**src/lasi_pkg.sv**
```systemverilog
/*
 * Package for the line alarm status and interrupt block: register offsets,
 * field positions, reset values, timing counts and shared types.
 * Assumes a single 20 MHz system clock and an 8-bit control port.
 */
package lasi_pkg;

    // ========================================================================
    // Register map (channel one base, channel two adds the channel stride)
    // ========================================================================
    localparam logic [7:0] LASI_OFS_LINE_ALARM_LIVE      = 8'h16;
    localparam logic [7:0] LASI_OFS_LOOPBACK_ATTEN_LIVE  = 8'h17;
    localparam logic [7:0] LASI_OFS_EVENT_LATCH_PRIMARY  = 8'h18;
    localparam logic [7:0] LASI_OFS_EVENT_LATCH_SECONDARY = 8'h19;
    localparam logic [7:0] LASI_CHAN_STRIDE              = 8'h20;

    // ========================================================================
    // Field positions
    // ========================================================================
    localparam int LASI_BIT_EQ       = 7;
    localparam int LASI_BIT_IBLA     = 6;
    localparam int LASI_BIT_IBLD     = 5;
    localparam int LASI_BIT_PSYNC    = 4;
    localparam int LASI_BIT_TXCLK    = 3;
    localparam int LASI_BIT_DRVF     = 2;
    localparam int LASI_BIT_AIS      = 1;
    localparam int LASI_BIT_LOS      = 0;
    localparam int LASI_BIT_RLOOP    = 5;
    localparam int LASI_ATTEN_MSB    = 4;
    localparam int LASI_ATTEN_W      = 5;

    // ========================================================================
    // Reset values and timing
    // ========================================================================
    localparam logic [7:0] LASI_RST_BYTE      = 8'h00;
    localparam logic [4:0] LASI_ATTEN_MAX_LISTED = 5'h15;  // 42 to 44 dB step
    localparam int         LASI_TXCLK_LOSS_CYC = 70;       // master clock cycles

    // Live levels sampled from the line and detector side, per channel
    typedef struct packed {
        logic       equalizer_out;
        logic       inband_activate;
        logic       inband_deactivate;
        logic       pattern_sync;
        logic       driver_fault_level;
        logic       alarm_indication_seen;
        logic       signal_lost_flag;
        logic       remote_loopback_active;
        logic [4:0] line_attenuation_code;
    } lasi_live_t;

    // Single-cycle events from other blocks, secondary register layout
    typedef struct packed {
        logic waveform_amplitude_overflow_event;
        logic jitter_buffer_overflow_event;
        logic jitter_buffer_underflow_event;
        logic pattern_error_event;
        logic excess_zeros_event;
        logic code_violation_event;
        logic one_second_tick_event;
        logic counter_wrap_event;
    } lasi_pulse_t;

    // Per-source mask and edge select, primary register layout
    typedef struct packed {
        logic [7:0] mask;
        logic [7:0] edge_sel;
    } lasi_irq_cfg_t;

endpackage : lasi_pkg

```
**src/lasi_clock_watch.sv**
```systemverilog
/*
 * Transmit clock loss watchdog: flags a transmit clock that has not
 * toggled for more than the loss count of master clock cycles.
 * Assumes tx_clk_sync has already passed a two-flop synchroniser.
 */
`timescale 1ns/100ps
module lasi_clock_watch
    import lasi_pkg::*;
#(
    parameter int LOSS_CYC = LASI_TXCLK_LOSS_CYC
)(
    // Clock and reset
    input  wire logic ref_clk,
    input  wire logic rst_n,
    // Synchronised transmit clock
    input  wire logic tx_clk_sync,
    // Loss level
    output logic      tx_clock_missing
);

    // ========================================================================
    // Quiet-time counter
    // ========================================================================
    localparam int CW = $clog2(LOSS_CYC + 2);

    // Elaboration guard: a zero limit would flag loss between toggles
    if (LOSS_CYC < 1) begin : g_bad_loss
        $error("lasi_clock_watch: LOSS_CYC must be at least 1");
    end

    logic          last_ff;
    logic [CW-1:0] quiet_ff;
    logic          miss_ff;

    // Any toggle restarts the count; the count saturates past the limit
    always_ff @(posedge ref_clk or negedge rst_n) begin
        if (!rst_n) begin
            last_ff  <= 1'b0;
            quiet_ff <= '0;
        end else begin
            last_ff <= tx_clk_sync;
            if (tx_clk_sync != last_ff) begin
                quiet_ff <= '0;
            end else if (quiet_ff <= CW'(LOSS_CYC)) begin
                quiet_ff <= quiet_ff + CW'(1);
            end
        end
    end

    // More than the limit without a toggle means loss
    always_ff @(posedge ref_clk or negedge rst_n) begin
        if (!rst_n) begin
            miss_ff <= 1'b0;
        end else begin
            miss_ff <= (quiet_ff >= CW'(LOSS_CYC)) && (tx_clk_sync == last_ff);
        end
    end

    assign tx_clock_missing = miss_ff;

endmodule : lasi_clock_watch

```
**src/lasi_edge_event.sv**
```systemverilog
/*
 * Turns one live status level into a one-cycle interrupt event.
 * Assumes the level is already synchronous to ref_clk.
 */
`timescale 1ns/100ps
module lasi_edge_event
    import lasi_pkg::*;
(
    // Clock and reset
    input  wire logic ref_clk,
    input  wire logic rst_n,
    // Level and its controls
    input  wire logic level,
    input  wire logic mask,
    input  wire logic edge_sel,
    // Event out
    output logic      event_pulse
);

    // ========================================================================
    // Edge detection
    // ========================================================================
    logic prev_ff;

    // Previous level; resets low so a level high at reset counts as rising
    always_ff @(posedge ref_clk or negedge rst_n) begin
        if (!rst_n) begin
            prev_ff <= 1'b0;
        end else begin
            prev_ff <= level;
        end
    end

    // Rising only, or any change, and only when unmasked
    assign event_pulse = !mask && (edge_sel ? (level ^ prev_ff) : (level && !prev_ff));

endmodule : lasi_edge_event

```
**src/lasi_status_irq.sv**
```systemverilog
/*
 * Two-channel line status and latched interrupt status block. Holds the
 * live alarm and attenuation registers and the clear-on-read event
 * registers, and drives one interrupt request.
 * Assumes a one-cycle read strobe from the control port decoder on ref_clk,
 * detector levels and tx clocks from outside the clock domain, and event
 * pulses from logic on ref_clk.
 */
`timescale 1ns/100ps
module lasi_status_irq
    import lasi_pkg::*;
#(
    parameter int NUM_CH   = 2,
    parameter int LOSS_CYC = LASI_TXCLK_LOSS_CYC
)(
    // Clock and reset
    input  wire logic                ref_clk,
    input  wire logic                rst_n,
    // Control port read access
    input  wire logic                rd_stb,
    input  wire logic [7:0]          rd_addr,
    output logic      [7:0]          rd_data,
    output logic                     rd_hit,
    // Detector levels and transmit clocks, asynchronous
    input  wire lasi_live_t [NUM_CH-1:0]  live_in,
    input  wire logic [NUM_CH-1:0]   tx_clk_in,
    // Event pulses from logic on ref_clk
    input  wire lasi_pulse_t [NUM_CH-1:0] pulse_in,
    // Masks and edge selects from the configuration registers
    input  wire lasi_irq_cfg_t [NUM_CH-1:0] irq_cfg,
    input  wire logic [NUM_CH-1:0] [7:0] sec_mask,
    // Interrupt request
    output logic                     irq_req
);

    // Elaboration guard: the decode knows only two channel windows
    if (NUM_CH < 1 || NUM_CH > 2) begin : g_bad_ch
        $error("lasi_status_irq: NUM_CH must be 1 or 2");
    end

    // ========================================================================
    // Reset release
    // ========================================================================
    logic rst_meta_ff;
    logic rst_sync_ff;

    // Release is synchronous so every flop reset by rst_sync_ff leaves reset on the same edge
    always_ff @(posedge ref_clk or negedge rst_n) begin
        if (!rst_n) begin
            rst_meta_ff <= 1'b0;
            rst_sync_ff <= 1'b0;
        end else begin
            rst_meta_ff <= 1'b1;
            rst_sync_ff <= rst_meta_ff;
        end
    end

    // ========================================================================
    // Address decode
    // ========================================================================
    // Returns channel index plus one for a hit on this register, zero on miss
    function automatic logic [1:0] ch_hit(input logic [7:0] addr, input logic [7:0] ofs);
        logic [1:0] r;
        r = 2'h0;
        if (addr == ofs) begin
            r = 2'h1;
        end else if (NUM_CH > 1 && addr == ofs + LASI_CHAN_STRIDE) begin
            r = 2'h2;
        end
        return r;
    endfunction : ch_hit

    logic [1:0] hit_a;
    logic [1:0] hit_b;
    logic [1:0] hit_p;
    logic [1:0] hit_s;

    assign hit_a = ch_hit(rd_addr, LASI_OFS_LINE_ALARM_LIVE);
    assign hit_b = ch_hit(rd_addr, LASI_OFS_LOOPBACK_ATTEN_LIVE);
    assign hit_p = ch_hit(rd_addr, LASI_OFS_EVENT_LATCH_PRIMARY);
    assign hit_s = ch_hit(rd_addr, LASI_OFS_EVENT_LATCH_SECONDARY);

    // ========================================================================
    // Per-channel logic
    // ========================================================================
    logic [NUM_CH-1:0] [7:0] line_alarm_live;
    logic [NUM_CH-1:0] [7:0] loopback_attenuation_live;
    logic [NUM_CH-1:0] [7:0] event_latch_primary;
    logic [NUM_CH-1:0] [7:0] event_latch_secondary;
    logic [NUM_CH-1:0]       ch_irq;

    genvar c;
    genvar b;
    generate
        for (c = 0; c < NUM_CH; c++) begin : g_ch
            lasi_live_t live_meta_ff;
            lasi_live_t live_ff;
            logic       txc_meta_ff;
            logic       txc_ff;
            logic       tx_clock_missing;
            logic [7:0] lvl;
            logic [7:0] edge_evt;
            logic [7:0] pri_ff;
            logic [7:0] sec_ff;
            logic       clr_pri;
            logic       clr_sec;

            // Two-flop synchronisers for detector levels and the tx clock
            always_ff @(posedge ref_clk or negedge rst_sync_ff) begin
                if (!rst_sync_ff) begin
                    live_meta_ff <= '0;
                    live_ff      <= '0;
                    txc_meta_ff  <= 1'b0;
                    txc_ff       <= 1'b0;
                end else begin
                    live_meta_ff <= live_in[c];
                    live_ff      <= live_meta_ff;
                    txc_meta_ff  <= tx_clk_in[c];
                    txc_ff       <= txc_meta_ff;
                end
            end

            lasi_clock_watch #(
                .LOSS_CYC (LOSS_CYC)
            ) u_watch (
                .ref_clk          (ref_clk),
                .rst_n            (rst_sync_ff),
                .tx_clk_sync      (txc_ff),
                .tx_clock_missing (tx_clock_missing)
            );

            // Live levels in primary-register bit order
            assign lvl = {live_ff.equalizer_out, live_ff.inband_activate,
                          live_ff.inband_deactivate, live_ff.pattern_sync,
                          tx_clock_missing, live_ff.driver_fault_level,
                          live_ff.alarm_indication_seen, live_ff.signal_lost_flag};

            // First status register shows the live levels
            assign line_alarm_live[c] = lvl;

            // Reserved bits forced low, loopback and attenuation live
            assign loopback_attenuation_live[c] = {2'b00, live_ff.remote_loopback_active,
                                                   live_ff.line_attenuation_code};

            // One edge detector per live level
            for (b = 0; b < 8; b++) begin : g_edge
                lasi_edge_event u_edge (
                    .ref_clk     (ref_clk),
                    .rst_n       (rst_sync_ff),
                    .level       (lvl[b]),
                    .mask        (irq_cfg[c].mask[b]),
                    .edge_sel    (irq_cfg[c].edge_sel[b]),
                    .event_pulse (edge_evt[b])
                );
            end

            assign clr_pri = rd_stb && (hit_p == 2'(c + 1));
            assign clr_sec = rd_stb && (hit_s == 2'(c + 1));

            // Primary latch: a set in the clearing cycle survives the read
            always_ff @(posedge ref_clk or negedge rst_sync_ff) begin
                if (!rst_sync_ff) begin
                    pri_ff <= LASI_RST_BYTE;
                end else begin
                    pri_ff <= (clr_pri ? 8'h00 : pri_ff) | edge_evt;
                end
            end

            // Secondary latch; pulses arrive already on ref_clk
            always_ff @(posedge ref_clk or negedge rst_sync_ff) begin
                if (!rst_sync_ff) begin
                    sec_ff <= LASI_RST_BYTE;
                end else begin
                    sec_ff <= (clr_sec ? 8'h00 : sec_ff) | pulse_in[c];
                end
            end

            assign event_latch_primary[c]   = pri_ff;
            assign event_latch_secondary[c] = sec_ff;
            // Primary bits were gated at the edge; secondary gated here
            assign ch_irq[c] = (|pri_ff) || (|(sec_ff & ~sec_mask[c]));
        end
    endgenerate

    // ========================================================================
    // Read data and interrupt request
    // ========================================================================
    logic [7:0] nxt_rd_data;
    logic [7:0] rd_data_ff;
    logic       nxt_rd_hit;
    logic       rd_hit_ff;
    logic       irq_ff;

    // Mux returns the pre-clear value of an event register
    always_comb begin
        nxt_rd_data = 8'h00;
        nxt_rd_hit  = 1'b1;
        if (hit_a != 2'h0) begin
            nxt_rd_data = line_alarm_live[hit_a - 2'h1];
        end else if (hit_b != 2'h0) begin
            nxt_rd_data = loopback_attenuation_live[hit_b - 2'h1];
        end else if (hit_p != 2'h0) begin
            nxt_rd_data = event_latch_primary[hit_p - 2'h1];
        end else if (hit_s != 2'h0) begin
            nxt_rd_data = event_latch_secondary[hit_s - 2'h1];
        end else begin
            nxt_rd_hit = 1'b0;
        end
    end

    // Read data registered one cycle after the strobe
    always_ff @(posedge ref_clk or negedge rst_sync_ff) begin
        if (!rst_sync_ff) begin
            rd_data_ff <= 8'h00;
            rd_hit_ff  <= 1'b0;
        end else if (rd_stb) begin
            rd_data_ff <= nxt_rd_data;
            rd_hit_ff  <= nxt_rd_hit;
        end
    end

    // Request follows the latches; a cleared register drops it next cycle
    always_ff @(posedge ref_clk or negedge rst_sync_ff) begin
        if (!rst_sync_ff) begin
            irq_ff <= 1'b0;
        end else begin
            irq_ff <= |ch_irq;
        end
    end

    assign rd_data = rd_data_ff;
    assign rd_hit  = rd_hit_ff;
    assign irq_req = irq_ff;

endmodule : lasi_status_irq

```
**config.mk**
```make
export PLATFORM = sky130hd
export DESIGN_NAME = lasi_status_irq
export DESIGN_NICKNAME = d
export VERILOG_FILES = /design/src/lasi_pkg.sv /design/src/lasi_clock_watch.sv /design/src/lasi_edge_event.sv /design/src/lasi_status_irq.sv
export SDC_FILE = /design/constraint.sdc
export NUM_CORES = 1
export LEC_CHECK = 0
export BUFFER_PORTS_ARGS = -buffer_cell sky130_fd_sc_hd__buf_2
export CORE_UTILIZATION = 35
export DETAILED_ROUTE_END_ITERATION = 7
export GPL_TIMING_DRIVEN = 0
export SLEW_MARGIN = 10
export SYNTH_ARGS = -nofsm -noshare
export SYNTH_HDL_FRONTEND = slang
export SYNTH_SLANG_ARGS = --single-unit
export TNS_END_PERCENT = 50
```
**constraint.sdc**
```tcl
create_clock -name ref_clk -period 4.05 [get_ports ref_clk]
set_input_delay 1.0125 -clock ref_clk [delete_from_list [all_inputs] [get_ports ref_clk]]
set_output_delay 1.0125 -clock ref_clk [all_outputs]
set_load 0.02 [all_outputs]
```
Word level (Yosys, flattened, before mapping)
Index checks and enable logic that the tools add are counted.

Add/sub/neg operators: 6. Multipliers: 0. Divide/modulo/power cells: 0. Magnitude comparators: 8. Equal/unequal tests: 16. Shifts and indexed selects: 0. Mux-type cells: 48. Bitwise operators: 24. Reductions and logical operators: 83.

Operators with widths (count): $mux W8 (15); $logic_and A1 B1 Y1 (38); $eq A8 B5 Y1 const B (4); $eq A8 B6 Y1 const B (4); $logic_not A1 Y1 (32); $or A8 B8 Y8 (4); $reduce_or A8 Y1 (4); $mux W7 (4); $mux W1 (20); $and A8 B8 Y8 (2); $mux W2 (8); $not A8 Y8 (2); $xor A1 B1 Y1 (16); $add A7 B1 Y7 const B (2); $ge A7 B7 Y1 const B (2); $le A7 B7 Y1 const B (2); $reduce_bool A2 Y1 (6); $lt A2 B2 Y1 const B (4); $sub A2 B1 Y2 const B (4); $mux W6 (1); $eq A2 B1 Y1 const B (2); $eq A2 B2 Y1 const B (2); $eq A1 B1 Y1 (2); $logic_or A1 B1 Y1 (2); 2 further kinds (3).

Flip-flop bits (word level): 134. Bits in latches: 0. Bits in writable memories: 0. ROM bits: 0. Input bits: 103. Output and inout port bits: 10. Logic and storage cells: 256. Memories: 0.

Depth between registers and ports, before layout
Depth after elaboration: 10. Mapped depth: 6. Mapped depth without buffers: 6.

By module
Synthesis repeated with hierarchy kept, for this count alone.

Cells, all modules: 417. Area, all modules: 5497.8 µm².

By module, submodules not included: lasi_status_irq (times used 1, cells each 243, area an instance 3708.6 µm², sequential area each 2502.4 µm²); lasi_clock_watch (times used 2, cells each 47, area an instance 474.2 µm², sequential area each 225.2 µm²); lasi_edge_event (times used 16, cells each 5, area an instance 52.6 µm², sequential area each 25.0 µm²).

Worst setup path after synthesis
OpenSTA, ideal clock, no wires.

Path type: input to register. From: input port rd_addr[5]. To: register rd_data_ff[0] (netlist: rd_data[0]). Setup time: 137 ps. Arrival: 1988 ps. Required time: 3913 ps. Slack: 1925 ps. Stages: 4. Buffers on the path: 1. Cells stage by stage: buf_2 > mux4_2 > a22oi_1 > a21oi_1.

Cells in the longest elaborated chain, start to end: 9. Elaborated cells on any way between the ends: 36. Classes of those cells: add/sub: 4; eq/ne: 8; mux: 20; reduce/logical: 4.

RTL lines: start: declaration (RTL line lasi_status_irq.sv:21) `input wire logic [7:0] rd_addr,`; $eq A8 B5 Y1 (RTL line lasi_status_irq.sv:65) `if (addr == ofs) begin`; $mux W2 (RTL line lasi_status_irq.sv:65); $sub A2 B1 Y2 (RTL line lasi_status_irq.sv:205) `nxt_rd_data = event_latch_secondary[hit_s - 2'h1];`; $mux W8 (implied by the code) (2 in a row) (RTL line lasi_status_irq.sv:205); $mux W8 (RTL line lasi_status_irq.sv:204) `end else if (hit_s != 2'h0) begin`; $mux W8 (RTL line lasi_status_irq.sv:202) `end else if (hit_p != 2'h0) begin`; $mux W8 (RTL line lasi_status_irq.sv:200) `end else if (hit_b != 2'h0) begin`; $mux W8 (*) (RTL line lasi_status_irq.sv:198) `if (hit_a != 2'h0) begin`; end signal: assignment (RTL line lasi_status_irq.sv:217) `rd_data_ff <= nxt_rd_data;`; end: declaration (RTL line lasi_status_irq.sv:189) `logic [7:0] rd_data_ff;`.

Every way passes the cells marked *; elsewhere a longest branch is shown, timed or not. The select of a mux whose other input is x is not followed. A chain may end at the register's enable or synchronous reset.

Worst setup path after layout
From: input port rd_addr[1]. To: register g_ch[0].pri_ff[0].

Cells in the longest elaborated chain, start to end: 7. Elaborated cells on any way between the ends: 8. Classes of those cells: eq/ne: 3; mux: 3; bitwise: 1; reduce/logical: 1.

RTL lines: $eq A8 B6 Y1 (RTL line lasi_status_irq.sv:67) `end else if (NUM_CH > 1 && addr == ofs + LASI_CHAN_STRIDE) begin`; $mux W2 (RTL line lasi_status_irq.sv:67); $mux W2 (*) (RTL line lasi_status_irq.sv:65); $eq A2 B1 Y1 (*) (RTL line lasi_status_irq.sv:157) `assign clr_pri = rd_stb && (hit_p == 2'(c + 1));`; $logic_and A1 B1 Y1 (*) (RTL line lasi_status_irq.sv:157); $mux W8 (*) (RTL line lasi_status_irq.sv:165) `pri_ff <= (clr_pri ? 8'h00 : pri_ff) | edge_evt;`; $or A8 B8 Y8 (*) (RTL line lasi_status_irq.sv:165); end signal: assignment (RTL line lasi_status_irq.sv:165); end: declaration (RTL line lasi_status_irq.sv:103) `logic [7:0] pri_ff;`.

Every way passes the cells marked *; elsewhere a longest branch is shown, timed or not.

==> out/qor.csv <==
metric,value,unit
CTS tree,built,
vias in the first global route,3683,
die width,126.3,um
GR Overflow Total,0,
post-layout net count,678,
drc violations,0,
Pre-antenna DRT Iters,4,
ys flop type,dfrtp_1,
Initial Util,35.69,%
Clock Sink Count,134,
Post-Place Setup Slack,1.509,ns
placed inst area,6250,um2
CP Data Required Time,4.34,ns
max-cap viol count,0,
post-synthesis cell type count,42,
crit start category,primary input,
Vias/cell,4.856,
core area,15150,um2
outcome,completed,
largest net degree at the start of global routing,65,
min cycle time layout,2.112,ns
I/O pin cnt,113,
"most common cell after layout, fill and taps aside",dfrtp_1,
most frequent cells in the layout,"dfrtp_1 (133), buf_2 (116), inv_1 (47)",
total number of vias,3671,
worst slew pin tran,0.6040,ns
Synth Area per Inst,12.75,um2
Crit path arrival time,2.40,ns
hold buffers post-CTS,0,
Detailed Place HPWL,8.823,mm
Antenna Nets Post-Route,0,
Layout Utilization,45.02,%
combinational share of power,6.9,%
min-delay worst type,reg2async,
PwrDens,457.2,nW/um2
Cell Int Power,2.421,mW
Post-synth ARST share,100.0,%
die height,126.3,um
sequential element share of the synthesized area,62.04,%
smallest setup slack after layout,1.938,ns
Num CTS Buffers,17,
Critical Path Fanout Max,10,
RSZ-0062 raised after global routing,false,
final setup skew,0.007434,ns
setup_tns,0,ns
overall power,3.118,mW
cts repair resizes,0,
Synth Instances,424,
final WL,12.06,mm
critical path class,in2reg,
"Design Area, Final",6819,um2
Seq pwr share,45.8,%
H-Tree Level Count,4,
VDD IR max,275.3,uV
crit share post-route,52.15,%
count of final hold-check violations,0,
Max Fclk,473.5,MHz
Synth Register Bits,134,
leakage power,3.156,nW
Synth-to-Final Area Change,26.16,%
Final Max Tran Viols,0,
"Net Count, Synth",547,
Worst-Skew Late Latency,0.41,ns
"Cell Area, Synth",5405,um2
CTS max path bufs,2,
gpl congestion,0.7494,
Setup-failing EPs final,0,
Fill cells,1378,
Post-synth EDFFs,0,
Slew HR,59.59,%
WL/cell,15.95,um
Switch Pwr,0.6963,mW
port bufs,110,
first-pass GRT wire length,19.35,mm
row cnt,45,
Clock Pin Slew Worst Setup and Hold Paths,0.05,ns
clock share of power,47.2,%
initial antenna violation count,2,
CP endpoint kind,flip-flop,
yosys warns,0,
DR iter-0 viols,153,
fraction of layout cells with a size suffix above 1,31.75,%
Total GRT Usage,16.32,%
sw frac,22.33,%
die area,15940,um2
clock root buffer,clkbuf_16,
setup bufs post-CTS,0,
critical path, stage by stage:
cell and delay [ns]:
buf_2 0.12, nor3b_4 0.40, and2_1 0.19, buf_4 0.21
nand4_4 0.25, o2bb2ai_1 0.21
stage by stage:
step | cells | hold slack (ns)
after floorplan | 424 | 0.3312
after global placement | 722 | 0.3322
after detailed placement | 724 | 0.1952
after CTS | 755 | 0.1962
after global routing | 755 | 0.2128
final | 756 | 0.1899
synthesized netlist by cell type (all sizes together) (5+ instances only):
library cell	number	area share [%]
o21ai	23	2.1
o2bb2ai	16	2.6
nor4	6	0.69
mux4	6	2.5
nand4	11	2.4
a21o	19	2.6
ha	20	4.6
mux2	16	3.3
dfrtp	134	62
a21oi	10	0.93
inv	47	3.3
nand2	18	1.2
o22ai	11	1.3
nor2	15	1.0
buf	8	0.76
nand3	15	1.4
xnor2	5	0.81
power groups by stage:
stage          Combinational [mW]  Clock, mW  Sequential (mW)
2_1_floorplan              0.0959          0             1.47
3_3_place_gp                0.184          0             1.47
3_5_place_dp                0.220          0             1.45
4_1_cts                     0.222       1.51             1.43
5_1_grt                     0.244       1.57             1.44
6_report                    0.216       1.47             1.43
registers in the layout (all words and copies together) (netlist names), 8 cells and up:
signal / count
rd_data: 8
g_ch.live_ff: 26
g_ch.live_meta_ff: 26
g_ch.g_edge.u_edge.prev_ff: 16
g_ch.pri_ff: 16
g_ch.sec_ff: 16
g_ch.u_watch.quiet_ff: 14
layout make-up:
type / count / area, um2 / area share [%]
multi-input cells: 233 / 1827 / 26.79
plain buffers: 10 / 48.80 / 0.7156
diodes: 1 / 2.502 / 0.03670
well taps: 188 / 235.2 / 3.450
repair buffers: 112 / 605.6 / 8.881
flip-flops and latches: 134 / 3357 / 49.23
inverters: 47 / 176.4 / 2.587
clock inverters: 9 / 102.6 / 1.505
clock buffers: 22 / 464.2 / 6.807
per-layer routing:
metal  up-vias  global-route usage (%)  routed length [um]
met2       107                   25.87                5792
met1      1779                   20.87                5395
met4         2                   6.378                 199
met5         -                       0                  13
met3        17                   5.098                 659
li1       1766                       -                   -
cell families (layout without fill, tap and decap cells):
logic type               Yosys count  count (layout)  synth area share (%)
adder cells (fa/ha/maj)           20              20                 4.630
AND/OR/NAND/NOR                   86              86                 9.792
flip-flops                       134             134                 62.04
AO/OA/AOI/OAI                     92              92                 11.44
buffers and inverters             57             200                 4.167
XOR/XNOR                           8               8                 1.296
other                              1               2               0.06938
multiplexers                      26              26                 6.574
worst paths after layout:
check / startpoint / to / slack [ns] / cells after the start
min in group ref_clk: g_ch[0].live_meta_ff[1] / g_ch[0].live_ff[1] / 0.34 / 0
setup / recovery: rd_addr[1] / g_ch[0].pri_ff[0] / 1.94 / 6
max in group asynchronous: rst_sync_ff / g_ch[1].live_meta_ff[1] / 2.97 / 2
hold reg to reg: rst_sync_ff / g_ch[0].live_meta_ff[12] / 0.19 / 0
setup reg to reg: g_ch[0].u_watch.quiet_ff[0] / g_ch[0].u_watch.quiet_ff[2] / 2.43 / 6
hold / removal: rst_sync_ff / g_ch[0].live_meta_ff[12] / 0.19 / 0
Power figures use the tool's default switching activity.
